**config.mk**
```make
export PLATFORM = sky130hd
export DESIGN_NAME = ffr_fuse_readout
export DESIGN_NICKNAME = d
export VERILOG_FILES = /design/src/ffr_pkg.sv /design/src/ffr_fuse_readout.sv
export SDC_FILE = /design/constraint.sdc
export NUM_CORES = 1
export LEC_CHECK = 0
export ABC_AREA = 1
export BUFFER_PORTS_ARGS = -buffer_cell sky130_fd_sc_hd__buf_4
export CAP_MARGIN = 10
export CORE_ASPECT_RATIO = 0.6
export CORE_MARGIN = 10
export CORE_UTILIZATION = 39
export CTS_BUF_LIST = sky130_fd_sc_hd__clkbuf_4
export CTS_CLUSTER_DIAMETER = 100
export DETAILED_ROUTE_END_ITERATION = 16
export GPL_ROUTABILITY_DRIVEN = 0
export PLACE_DENSITY_LB_ADDON = 0.2
export SYNTH_ARGS = -nofsm -noshare
export SYNTH_HDL_FRONTEND = slang
export SYNTH_SLANG_ARGS = --single-unit
```
**constraint.sdc**
```tcl
create_clock -name clk_sys -period 2 [get_ports clk_sys]
set_input_delay 0.1 -clock clk_sys [delete_from_list [all_inputs] [get_ports clk_sys]]
set_output_delay 0.1 -clock clk_sys [all_outputs]
set_load 0.03 [all_outputs]
```
**src/ffr_pkg.sv**
```systemverilog
package ffr_pkg;
    // ------------------------------------------------------------
    // Register map
    // ------------------------------------------------------------
    localparam logic [7:0]  ADDR_FUSE_HIGH    = 8'h0c;
    localparam logic [7:0]  ADDR_FUSE_LOW     = 8'h10;
    localparam logic [7:0]  ADDR_FUSE_CMD     = 8'h00;
    localparam logic [7:0]  ADDR_LOCK_STATUS  = 8'h04;
    localparam logic [7:0]  ADDR_DECODED      = 8'h08;
    localparam logic [7:0]  ADDR_BOOT_CFG     = 8'h14;
    localparam logic [7:0]  ADDR_SERIAL0      = 8'h18;
    localparam logic [7:0]  ADDR_SERIAL3      = 8'h24;
    // ------------------------------------------------------------
    // Values
    // ------------------------------------------------------------
    localparam logic [31:0] FUSE_LOW_SHIPPED  = 32'hfc07ffff;
    localparam logic [31:0] FUSE_ERASED       = 32'hffffffff;
    localparam logic [31:0] BOOT_CFG_DEFAULT  = 32'h929e0d6b;
    localparam logic [31:0] BOOT_CFG_ADDR     = 32'h808001fc;
    localparam logic [31:0] SERIAL_ADDR_FIRST = 32'h80800204;
    localparam logic [31:0] SERIAL_ADDR_LAST  = 32'h80800212;
    localparam int          SERIAL_BITS       = 120;
    localparam int          FUSE_COUNT        = 32;
    localparam logic [3:0]  CMD_FUSE_PROGRAM  = 4'h7;
    localparam logic [3:0]  CMD_FUSE_ERASE    = 4'h8;
    localparam logic [7:0]  CMD_KEY           = 8'ha5;
    // ------------------------------------------------------------
    // Field positions in the low fuse word
    // ------------------------------------------------------------
    localparam int          POS_LOCK          = 0;
    localparam int          POS_EXT_FETCH     = 16;
    localparam int          POS_BOOT_PROT     = 17;
    localparam int          POS_BOD_LEVEL     = 20;
    localparam int          POS_BOD_HYST      = 26;
    localparam int          POS_BOD_EN        = 27;
    localparam logic [1:0]  BOD_EN_RESET      = 2'h1;
    localparam logic [1:0]  BOD_EN_NO_RESET   = 2'h2;
    localparam logic [2:0]  BOOT_PROT_8K      = 3'h3;
    localparam logic [7:0]  BOOT_PROT_8K_KB   = 8'h08;

    typedef struct packed {
        logic [15:0] region_lock_flag;
        logic        bod_enabled;
        logic        bod_reset_enabled;
        logic        brownout_hysteresis;
        logic        hold_in_reset;
        logic [7:0]  boot_protect_kb;
    } ffr_decoded_t;

    typedef struct packed {
        logic        read;
        logic        write;
        logic [7:0]  address;
        logic [31:0] writedata;
    } ffr_avmm_req_t;
endpackage
```
**src/ffr_fuse_readout.sv**
```systemverilog
`timescale 1ns/10ps
// Function
// - Lock status bit 1 means region locked
// - High word at 0x0C holds fuses 32..63
// - Low word at 0x10 holds fuses 0..31
// - Fuse reads 0 programmed, 1 erased
// - Chip erase sets all fuses to ones
// - Low word: locks, fetch lock, boot protect
// - Brown-out enable code decode
// - Hysteresis fuse 1 enables hysteresis
// - Level above core supply holds reset while brown-out detector enabled
// - External fetch lock has no effect
// - Shipped low word is 0xFC07FFFF
// - Boot protect 011b gives 8 Ko
// - Lock fuse at 1 leaves region unlocked
// - Fuses 29..31 shipped at one
// - Bootloader word at 0x808001FC, 0x929E0D6B
// - 120-bit serial number readable
// - Fuse bits changed only by commands 7, 8, chip erase and reset, which reloads the shipped words
module ffr_fuse_readout #(
    parameter int               HIGH_FUSES  = 0,
    parameter logic [119:0]     SERIAL_NUM  = 120'h0,
    parameter logic [5:0]       BOD_LEVEL_MAX_SAFE = 6'h3f
) (
    input  wire logic                   clk_sys,
    input  wire logic                   reset_n,
    input  wire logic                   clk_en,
    input  wire ffr_pkg::ffr_avmm_req_t avs_req,
    output logic [31:0]                 avs_readdata,
    output logic                        avs_waitrequest,
    input  wire logic                   chip_erase_pin,
    output ffr_pkg::ffr_decoded_t       fuse_decoded,
    output logic                        brownout_hold_reset
);
    import ffr_pkg::*;

    // ------------------------------------------------------------
    // Fuse storage
    // ------------------------------------------------------------
    logic [31:0] fuse_low;
    logic [31:0] fuse_high;
    logic [31:0] boot_cfg;
    logic [1:0]  erase_sync;
    logic        erase_prev;
    logic        erase_pulse;
    logic        acc_done;
    logic        cmd_ok;
    logic [5:0]  cmd_index;
    logic        cmd_prog;
    logic        cmd_erase;

    always_ff @(posedge clk_sys or negedge reset_n) begin
        if (!reset_n) begin
            erase_sync <= 2'h0;
            erase_prev <= 1'b0;
        end else if (clk_en) begin
            erase_sync <= {erase_sync[0], chip_erase_pin};
            erase_prev <= erase_sync[1];
        end
    end
    assign erase_pulse = erase_sync[1] & ~erase_prev;

    assign cmd_ok    = avs_req.write && !avs_waitrequest && avs_req.address == ADDR_FUSE_CMD
                       && avs_req.writedata[31:24] == CMD_KEY;
    assign cmd_index = avs_req.writedata[13:8];
    assign cmd_prog  = cmd_ok && avs_req.writedata[3:0] == CMD_FUSE_PROGRAM;
    assign cmd_erase = cmd_ok && avs_req.writedata[3:0] == CMD_FUSE_ERASE;

    always_ff @(posedge clk_sys or negedge reset_n) begin
        if (!reset_n) begin
            fuse_low  <= FUSE_LOW_SHIPPED;
            fuse_high <= FUSE_ERASED;
        end else if (clk_en) begin
            if (erase_pulse) begin
                fuse_low  <= FUSE_ERASED;
                fuse_high <= FUSE_ERASED;
            end else if (cmd_prog) begin
                if (cmd_index[5])
                    fuse_high[cmd_index[4:0]] <= 1'b0;
                else
                    fuse_low[cmd_index[4:0]] <= 1'b0;
            end else if (cmd_erase) begin
                if (cmd_index[5])
                    fuse_high[cmd_index[4:0]] <= 1'b1;
                else
                    fuse_low[cmd_index[4:0]] <= 1'b1;
            end
        end
    end

    always_ff @(posedge clk_sys or negedge reset_n) begin
        if (!reset_n) begin
            boot_cfg <= BOOT_CFG_DEFAULT;
        end else if (clk_en) begin
            if (avs_req.write && !avs_waitrequest && avs_req.address == ADDR_BOOT_CFG)
                boot_cfg <= avs_req.writedata;
        end
    end

    // ------------------------------------------------------------
    // Field decode
    // ------------------------------------------------------------
    ffr_decoded_t next_decoded;
    logic [1:0]   bod_code;
    logic [5:0]   bod_level;
    logic [2:0]   boot_prot;

    always_comb begin
        bod_code  = fuse_low[POS_BOD_EN +: 2];
        bod_level = fuse_low[POS_BOD_LEVEL +: 6];
        boot_prot = fuse_low[POS_BOOT_PROT +: 3];
        next_decoded = '0;
        for (int i = 0; i < 16; i++)
            next_decoded.region_lock_flag[i] = ~fuse_low[POS_LOCK + i];
        next_decoded.bod_enabled = (bod_code == BOD_EN_RESET)
                                   || (bod_code == BOD_EN_NO_RESET);
        next_decoded.bod_reset_enabled = (bod_code == BOD_EN_RESET);
        next_decoded.brownout_hysteresis = fuse_low[POS_BOD_HYST];
        next_decoded.hold_in_reset = next_decoded.bod_enabled
                                     && bod_level > BOD_LEVEL_MAX_SAFE;
        next_decoded.boot_protect_kb = (boot_prot == BOOT_PROT_8K) ? BOOT_PROT_8K_KB
                                       : 8'h00;
        // Fetch lock bit is kept in the word but steers nothing
    end

    always_ff @(posedge clk_sys or negedge reset_n) begin
        if (!reset_n) begin
            fuse_decoded        <= '0;
            brownout_hold_reset <= 1'b0;
        end else if (clk_en) begin
            fuse_decoded        <= next_decoded;
            brownout_hold_reset <= next_decoded.hold_in_reset;
        end
    end

    // ------------------------------------------------------------
    // Avalon-MM slave, one wait cycle per access
    // ------------------------------------------------------------
    logic [31:0] next_readdata;
    logic [31:0] high_mask;

    always_comb begin
        high_mask = (HIGH_FUSES > 0) ? 32'hffffffff : 32'h0;
        next_readdata = 32'h0;
        case (avs_req.address)
            ADDR_FUSE_HIGH:   next_readdata = fuse_high & high_mask;
            ADDR_FUSE_LOW:    next_readdata = fuse_low;
            ADDR_LOCK_STATUS: next_readdata = {16'h0, next_decoded.region_lock_flag};
            ADDR_DECODED:     next_readdata = {20'h0, next_decoded.boot_protect_kb,
                                               next_decoded.hold_in_reset,
                                               next_decoded.brownout_hysteresis,
                                               next_decoded.bod_reset_enabled,
                                               next_decoded.bod_enabled};
            ADDR_BOOT_CFG:    next_readdata = boot_cfg;
            ADDR_SERIAL0:     next_readdata = SERIAL_NUM[31:0];
            ADDR_SERIAL0 + 8'h04: next_readdata = SERIAL_NUM[63:32];
            ADDR_SERIAL0 + 8'h08: next_readdata = SERIAL_NUM[95:64];
            ADDR_SERIAL3:     next_readdata = {8'h0, SERIAL_NUM[119:96]};
            default:          next_readdata = 32'h0;
        endcase
    end

    always_ff @(posedge clk_sys or negedge reset_n) begin
        if (!reset_n) begin
            avs_waitrequest <= 1'b1;
            acc_done        <= 1'b0;
            avs_readdata    <= 32'h0;
        end else if (clk_en) begin
            if ((avs_req.read || avs_req.write) && !acc_done && avs_waitrequest) begin
                avs_waitrequest <= 1'b0;
                acc_done        <= 1'b1;
                avs_readdata    <= avs_req.read ? next_readdata : 32'h0;
            end else begin
                avs_waitrequest <= 1'b1;
                acc_done        <= 1'b0;
            end
        end
    end

    // ------------------------------------------------------------
    // Checks
    // ------------------------------------------------------------
    a_fuse_word_write_ignored: assert property (@(posedge clk_sys) disable iff (!reset_n)
        (clk_en && avs_req.write && !avs_waitrequest && !cmd_ok && !erase_pulse)
        |=> (fuse_low == $past(fuse_low)))
        else $error("fuse word changed by a plain write");
    a_erase_sets_ones: assert property (@(posedge clk_sys) disable iff (!reset_n)
        (clk_en && erase_pulse) |=> (fuse_low == FUSE_ERASED && fuse_high == FUSE_ERASED))
        else $error("chip erase left a programmed fuse");
    a_program_clears_bit: assert property (@(posedge clk_sys) disable iff (!reset_n)
        (clk_en && cmd_prog && !erase_pulse && !cmd_index[5])
        |=> fuse_low[$past(cmd_index[4:0])] == 1'b0)
        else $error("fuse program command did not program");
    a_erase_cmd_sets_bit: assert property (@(posedge clk_sys) disable iff (!reset_n)
        (clk_en && cmd_erase && !erase_pulse && !cmd_index[5])
        |=> fuse_low[$past(cmd_index[4:0])] == 1'b1)
        else $error("fuse erase command did not erase");
    a_lock_flag_inverts: assert property (@(posedge clk_sys) disable iff (!reset_n)
        next_decoded.region_lock_flag == ~fuse_low[15:0])
        else $error("lock status does not mirror lock fuses");
    a_bod_decode: assert property (@(posedge clk_sys) disable iff (!reset_n)
        next_decoded.bod_enabled == (fuse_low[28:27] == 2'h1 || fuse_low[28:27] == 2'h2))
        else $error("brown-out enable decode wrong");
    a_hold_reset: assert property (@(posedge clk_sys) disable iff (!reset_n)
        (clk_en && next_decoded.hold_in_reset) |=> brownout_hold_reset)
        else $error("reset hold not raised");
    a_read_low_word: assert property (@(posedge clk_sys) disable iff (!reset_n)
        (clk_en && avs_req.read && avs_waitrequest && !acc_done
         && avs_req.address == ADDR_FUSE_LOW) |=> (!avs_waitrequest && avs_readdata == $past(fuse_low)))
        else $error("low fuse word read wrong");
    a_boot_prot_size: assert property (@(posedge clk_sys) disable iff (!reset_n)
        (fuse_low[19:17] == 3'h3) |-> next_decoded.boot_protect_kb == 8'h08)
        else $error("boot protect size wrong");

    // ------------------------------------------------------------
    // Clock enable and bus handshake checks
    // ------------------------------------------------------------
    a_freeze_fuses: assert property (@(posedge clk_sys) disable iff (!reset_n)
        !clk_en |=> (fuse_low == $past(fuse_low) && fuse_high == $past(fuse_high)))
        else $error("fuse state moved while clock enable low");
    a_freeze_bus: assert property (@(posedge clk_sys) disable iff (!reset_n)
        !clk_en |=> (avs_waitrequest == $past(avs_waitrequest) && avs_readdata == $past(avs_readdata)))
        else $error("bus outputs moved while clock enable low");
    a_freeze_decoded: assert property (@(posedge clk_sys) disable iff (!reset_n)
        !clk_en |=> (fuse_decoded == $past(fuse_decoded)))
        else $error("decoded fields moved while clock enable low");
    a_wait_one_cycle: assert property (@(posedge clk_sys) disable iff (!reset_n)
        (clk_en && !avs_waitrequest) |=> avs_waitrequest)
        else $error("waitrequest low for more than one cycle");
    a_wait_idle_high: assert property (@(posedge clk_sys) disable iff (!reset_n)
        (clk_en && !avs_req.read && !avs_req.write) |=> avs_waitrequest)
        else $error("waitrequest dropped without a request");
    a_answer_next: assert property (@(posedge clk_sys) disable iff (!reset_n)
        (clk_en && (avs_req.read || avs_req.write) && avs_waitrequest && !acc_done)
        |=> !avs_waitrequest)
        else $error("access not answered after one wait cycle");
    a_readdata_hold: assert property (@(posedge clk_sys) disable iff (!reset_n)
        !(clk_en && (avs_req.read || avs_req.write) && avs_waitrequest && !acc_done)
        |=> (avs_readdata == $past(avs_readdata)))
        else $error("read data changed outside an access");
    a_acc_done_pulse: assert property (@(posedge clk_sys) disable iff (!reset_n)
        acc_done == !avs_waitrequest)
        else $error("access tracker out of step with waitrequest");
    a_write_zero_data: assert property (@(posedge clk_sys) disable iff (!reset_n)
        (clk_en && avs_req.write && !avs_req.read && avs_waitrequest && !acc_done)
        |=> (avs_readdata == 32'h0))
        else $error("write left stale read data");

    // ------------------------------------------------------------
    // Register read checks
    // ------------------------------------------------------------
    a_read_high_word: assert property (@(posedge clk_sys) disable iff (!reset_n)
        (clk_en && avs_req.read && avs_waitrequest && !acc_done
         && avs_req.address == ADDR_FUSE_HIGH) |=> (avs_readdata == ($past(fuse_high) & high_mask)))
        else $error("high fuse word read wrong");
    a_read_lock_status: assert property (@(posedge clk_sys) disable iff (!reset_n)
        (clk_en && avs_req.read && avs_waitrequest && !acc_done
         && avs_req.address == ADDR_LOCK_STATUS) |=> (avs_readdata == {16'h0, ~$past(fuse_low[15:0])}))
        else $error("lock status read wrong");
    a_read_decoded: assert property (@(posedge clk_sys) disable iff (!reset_n)
        (clk_en && avs_req.read && avs_waitrequest && !acc_done
         && avs_req.address == ADDR_DECODED) |=> (avs_readdata[31:12] == 20'h0))
        else $error("decoded register upper bits not zero");
    a_read_boot_cfg: assert property (@(posedge clk_sys) disable iff (!reset_n)
        (clk_en && avs_req.read && avs_waitrequest && !acc_done
         && avs_req.address == ADDR_BOOT_CFG) |=> (avs_readdata == $past(boot_cfg)))
        else $error("bootloader word read wrong");
    a_read_serial_low: assert property (@(posedge clk_sys) disable iff (!reset_n)
        (clk_en && avs_req.read && avs_waitrequest && !acc_done
         && avs_req.address == ADDR_SERIAL0) |=> (avs_readdata == SERIAL_NUM[31:0]))
        else $error("serial word 0 read wrong");
    a_read_serial_one: assert property (@(posedge clk_sys) disable iff (!reset_n)
        (clk_en && avs_req.read && avs_waitrequest && !acc_done
         && avs_req.address == ADDR_SERIAL0 + 8'h04) |=> (avs_readdata == SERIAL_NUM[63:32]))
        else $error("serial word 1 read wrong");
    a_read_serial_two: assert property (@(posedge clk_sys) disable iff (!reset_n)
        (clk_en && avs_req.read && avs_waitrequest && !acc_done
         && avs_req.address == ADDR_SERIAL0 + 8'h08) |=> (avs_readdata == SERIAL_NUM[95:64]))
        else $error("serial word 2 read wrong");
    a_read_serial_top: assert property (@(posedge clk_sys) disable iff (!reset_n)
        (clk_en && avs_req.read && avs_waitrequest && !acc_done
         && avs_req.address == ADDR_SERIAL3) |=> (avs_readdata == {8'h0, SERIAL_NUM[119:96]}))
        else $error("serial word 3 read wrong");
    a_read_unmapped: assert property (@(posedge clk_sys) disable iff (!reset_n)
        (clk_en && avs_req.read && avs_waitrequest && !acc_done
         && avs_req.address > ADDR_SERIAL3) |=> (avs_readdata == 32'h0))
        else $error("unmapped read not zero");

    // ------------------------------------------------------------
    // Fuse and bootloader word update checks
    // ------------------------------------------------------------
    a_high_write_ignored: assert property (@(posedge clk_sys) disable iff (!reset_n)
        (clk_en && avs_req.write && !avs_waitrequest && !cmd_ok && !erase_pulse)
        |=> (fuse_high == $past(fuse_high)))
        else $error("high fuse word changed by a plain write");
    a_bad_key_ignored: assert property (@(posedge clk_sys) disable iff (!reset_n)
        (clk_en && avs_req.write && !avs_waitrequest && avs_req.address == ADDR_FUSE_CMD
         && avs_req.writedata[31:24] != CMD_KEY && !erase_pulse)
        |=> (fuse_low == $past(fuse_low) && fuse_high == $past(fuse_high)))
        else $error("command with wrong key changed a fuse");
    a_fuses_cmd_only: assert property (@(posedge clk_sys) disable iff (!reset_n)
        (clk_en && !cmd_prog && !cmd_erase && !erase_pulse)
        |=> (fuse_low == $past(fuse_low) && fuse_high == $past(fuse_high)))
        else $error("fuse changed without a command");
    a_high_program_bit: assert property (@(posedge clk_sys) disable iff (!reset_n)
        (clk_en && cmd_prog && !erase_pulse && cmd_index[5])
        |=> fuse_high[$past(cmd_index[4:0])] == 1'b0)
        else $error("high fuse program command did not program");
    a_high_erase_bit: assert property (@(posedge clk_sys) disable iff (!reset_n)
        (clk_en && cmd_erase && !erase_pulse && cmd_index[5])
        |=> fuse_high[$past(cmd_index[4:0])] == 1'b1)
        else $error("high fuse erase command did not erase");
    a_erase_pulse_once: assert property (@(posedge clk_sys) disable iff (!reset_n)
        (clk_en && erase_pulse) |=> !erase_pulse)
        else $error("chip erase pulse longer than one cycle");
    a_boot_cfg_write_only: assert property (@(posedge clk_sys) disable iff (!reset_n)
        !(clk_en && avs_req.write && !avs_waitrequest && avs_req.address == ADDR_BOOT_CFG)
        |=> (boot_cfg == $past(boot_cfg)))
        else $error("bootloader word changed without a write");

    // ------------------------------------------------------------
    // Decode checks
    // ------------------------------------------------------------
    a_decoded_follows: assert property (@(posedge clk_sys) disable iff (!reset_n)
        clk_en |=> (fuse_decoded == $past(next_decoded)))
        else $error("decoded fields not registered");
    a_lock_flag_reg: assert property (@(posedge clk_sys) disable iff (!reset_n)
        clk_en |=> (fuse_decoded.region_lock_flag == ~$past(fuse_low[15:0])))
        else $error("registered lock flags wrong");
    a_hold_low: assert property (@(posedge clk_sys) disable iff (!reset_n)
        (clk_en && !next_decoded.hold_in_reset) |=> !brownout_hold_reset)
        else $error("reset hold raised without cause");
    a_hold_needs_bod: assert property (@(posedge clk_sys) disable iff (!reset_n)
        brownout_hold_reset |-> fuse_decoded.bod_enabled)
        else $error("reset hold with detector disabled");
    a_reset_needs_en: assert property (@(posedge clk_sys) disable iff (!reset_n)
        fuse_decoded.bod_reset_enabled |-> fuse_decoded.bod_enabled)
        else $error("detector reset without detector enabled");
    a_bod_off_codes: assert property (@(posedge clk_sys) disable iff (!reset_n)
        (fuse_low[28:27] == 2'h0 || fuse_low[28:27] == 2'h3) |-> !next_decoded.bod_enabled)
        else $error("detector enabled by a disabling code");
    a_hyst_follows: assert property (@(posedge clk_sys) disable iff (!reset_n)
        next_decoded.brownout_hysteresis == fuse_low[26])
        else $error("hysteresis does not follow its fuse");
    a_boot_prot_other: assert property (@(posedge clk_sys) disable iff (!reset_n)
        (fuse_low[19:17] != 3'h3) |-> next_decoded.boot_protect_kb == 8'h00)
        else $error("boot protect size for undecoded code");
endmodule

```
==> results.cfg <==
[outcome]
outcome = complete, no violations

[synthesis]
synth_top_area_cell = dfrtp_1
ys_async_sr_fraction_pct = 100
seq_area_frac_synth_pct = 48.3
synth_top_area_share_pct = 31.2
yosys_warnings = 0
ys_seq_elements = 122
synth_area_mm2 = 0.00642
avgSynthCellArea_um2 = 7.45
synth.area.top_cells = dfrtp_1 (31%), nand2_1 (21%), dfstp_2 (17%), inv_1 (4.7%), nand3_1 (4.4%)
synthCells = 862
synth-edff-count = 0
yosys.cell_types.count = 31
ys.flop_type = dfrtp_1

[global_routing]
antenna_found_initial = 0
grt_pass1_vias = 5510
grt_pass1_wl_um = 30200
globalRoute.totalOverflow = 0
grt_max_degree = 55
grt_use_total_pct = 17.1

[placed_design]
placedCellCount = 1150
dp_hpwl_um = 13100
numPortBuffers = 100

[critical_path]
cp.buffers_inverters = 5
cp_slowest_cell = dlygate4sd3_1
rrSetupSlack_ns = 0.30
cp.required_ns = 2.42
cp_top_family = buffers and inverters
worstPathCellList = dlygate4sd3_1 -> buf_4 -> nor2_1 -> dlygate4sd3_1 -> nor4_4 -> inv_1 -> buf_12 -> nand2_1 -> nand2_1
critical_path.reg2reg.startpoint = avs_waitrequest
worstPathMaxFanout = 23
worstSetupEndpoint = avs_readdata[11]
rr_worst_depth = 6
r2r-end = avs_readdata[11]
cp-startpoint = avs_req[40]
arrival_ns = 2.28
cp.depth = 9
worstSetupEndpointType = flop
slowest_delay_ns = 0.60
critPathLaunchType = primary input
worst-setup-path-type = primary input to flop

[die]
initial_utilization_pct = 39.7
core_mm2 = 0.0162
die_h_um = 119
die_w_um = 186
die-area_mm2 = 0.0222
fp-row-count = 36
io_pins = 108

[clock_network]
cts_sinks = 122
path_clk_slew_ns = 0.11
htree_num_levels = 4
numCtsBuffers = 17
clock_latency_ns = 0.53
cts_max_path_buffers = 2
cts_setup_buffers = 0
cts-root-buf = clkbuf_4
cts_tree = done

[power_and_ir_drop]
combPwrFrac_pct = 26.3
pwr_density_cell_mw_per_mm2 = 914
pwr-share-seq_pct = 47.9
vdd_drop_max_mv = 0.615
p_int_mw = 4.73
swShare_pct = 35.6
total_power_mw = 7.35
power.net_switching_mw = 2.61
leakagePower_nw = 4.11
clockPowerShare_pct = 25.8

[final_layout]
areaGrowthSynthToFinish_pct = 25.1
fin_nets = 1044
final_common_cell = nand2_1
instances_no_fill = 1219
layout_common_cells = nand2_1 (356), buf_4 (117), inv_1 (81)
drive_above_1_share_pct = 21.9
diodes = 0

[timing]
post-route-min-period_ns = 1.86
rsz0062_at_grt = no
finalHoldViolations = 0
maxSlewViolCount = 0
fin_crit_sh_pct = 93.0
finalSetupTns_ns = 0
fin_skew_ns = 0.0158
whs_ns = 0.0202
fmax_ghz = 0.537
setup_viol = 0

[drt]
postRouteAntennaNets = 0
wirelength_um = 18700
viasPerCell = 4.73
drt_iter0_drc = 403
route.vias.total = 5769
dr.pass1.iters = 5
wl_per_cell_um = 15.4
post-route-drc-count = 0

[worst_hold_path]
min_path_type = primary input to flop

[run]
max_cap_violations = 0
-- routing by layer --
layer,global-route usage (%),vias up,wire (µm)
met2,23.8,158,7610
li1,-,2936,-
met3,4.28,12,1340
met1,25.9,2663,9640
met4,3.51,0,110
met5,0,-,0
-- layout make-up --
cell class                 instances  area [µm²]
clock buffer                      17         128
clock inverter                    15         176
fill                            1632        8130
inverter                          86         325
multi-input combinational        610        2680
sequential                       122        3110
tap                              209         262
timing repair buffer             160        1370
-- Yosys cell counts (3+ instances only) --
library cell,n
inv_2,4
clkbuf_1,17
dfrtp_1,80
dfstp_2,42
inv_1,81
nand3_1,56
nor2_1,70
nand4_1,7
nand3b_1,7
nor2_2,3
buf_4,14
buf_2,5
buf_6,13
o211ai_1,9
o21ai_1,23
a21oi_1,20
o21ai_2,9
o21ai_0,32
nand2_1,356
-- worst reg2reg max path: cells and delay by family, from the launching register on --
kind | cells | cell delay (ns)
buffers and inverters | 3 | 0.60
DFF | 1 | 0.57
and+or+nand+nor | 3 | 0.43
-- sequential cells by signal (all words and copies together), names as in the netlist --
register,count
boot_cfg,32
fuse_low,32
fuse_decoded,20
brownout_hold_reset,1
erase_prev,1
avs_readdata,32
avs_waitrequest,1
acc_done,1
erase_sync,2
-- kinds of logic (layout without fill, tap and decap cells) --
logic type,after synthesis,after routing,synth area share (%)
other cells,1,7,0.0584
compound gates,94,94,8.41
flops,122,122,48.3
fa+ha+maj,1,1,0.195
simple gates,508,508,32.6
buf+inv,136,278,10.4
-- power by group through the flow --
stage | registers (mW) | logic [mW] | clock network [mW]
after floorplan | 3.71 | 0.979 | 0
after global placement | 3.55 | 1.86 | 0
final | 3.52 | 1.93 | 1.89
after detailed placement | 3.56 | 1.88 | 0
after CTS | 3.52 | 1.95 | 1.95
after global routing | 3.61 | 2.18 | 2.06
-- per-stage QoR --
| step | utilization [%] | cell area (µm²) | setup slack [ns] |
|---|---|---|---|
| 6_report | 49.7 | 8040 | 0.139 |
| 3_5_place_dp | 45.6 | 7370 | 0.325 |
| 2_1_floorplan | - | 6450 | 0.391 |
| 3_3_place_gp | 45.6 | 7370 | 0.396 |
| 5_1_grt | 49.7 | 8040 | 0.0778 |
| 4_1_cts | 49.7 | 8040 | 0.204 |
-- worst min-delay path by stage --
stage	start	to	slack, ns	cells after the start
2_1_floorplan	reset_n	acc_done	-0.20	0
3_3_place_gp	reset_n	avs_readdata[6]	0.06	1
3_5_place_dp	reset_n	avs_readdata[9]	0.07	1
4_1_cts	avs_req[34]	avs_readdata[1]	0.007	6
5_1_grt	reset_n	avs_readdata[6]	0.03	2
6_report	avs_req[34]	avs_readdata[1]	0.02	6
-- what timing repair did --
| action | in CTS | in global routing |
|---|---|---|
| gates resized for setup | 0 | 0 |
| hold buffers | 37 | 0 |
| hold endpoints to repair | 121 | 0 |
Power figures use the tool's default switching activity.
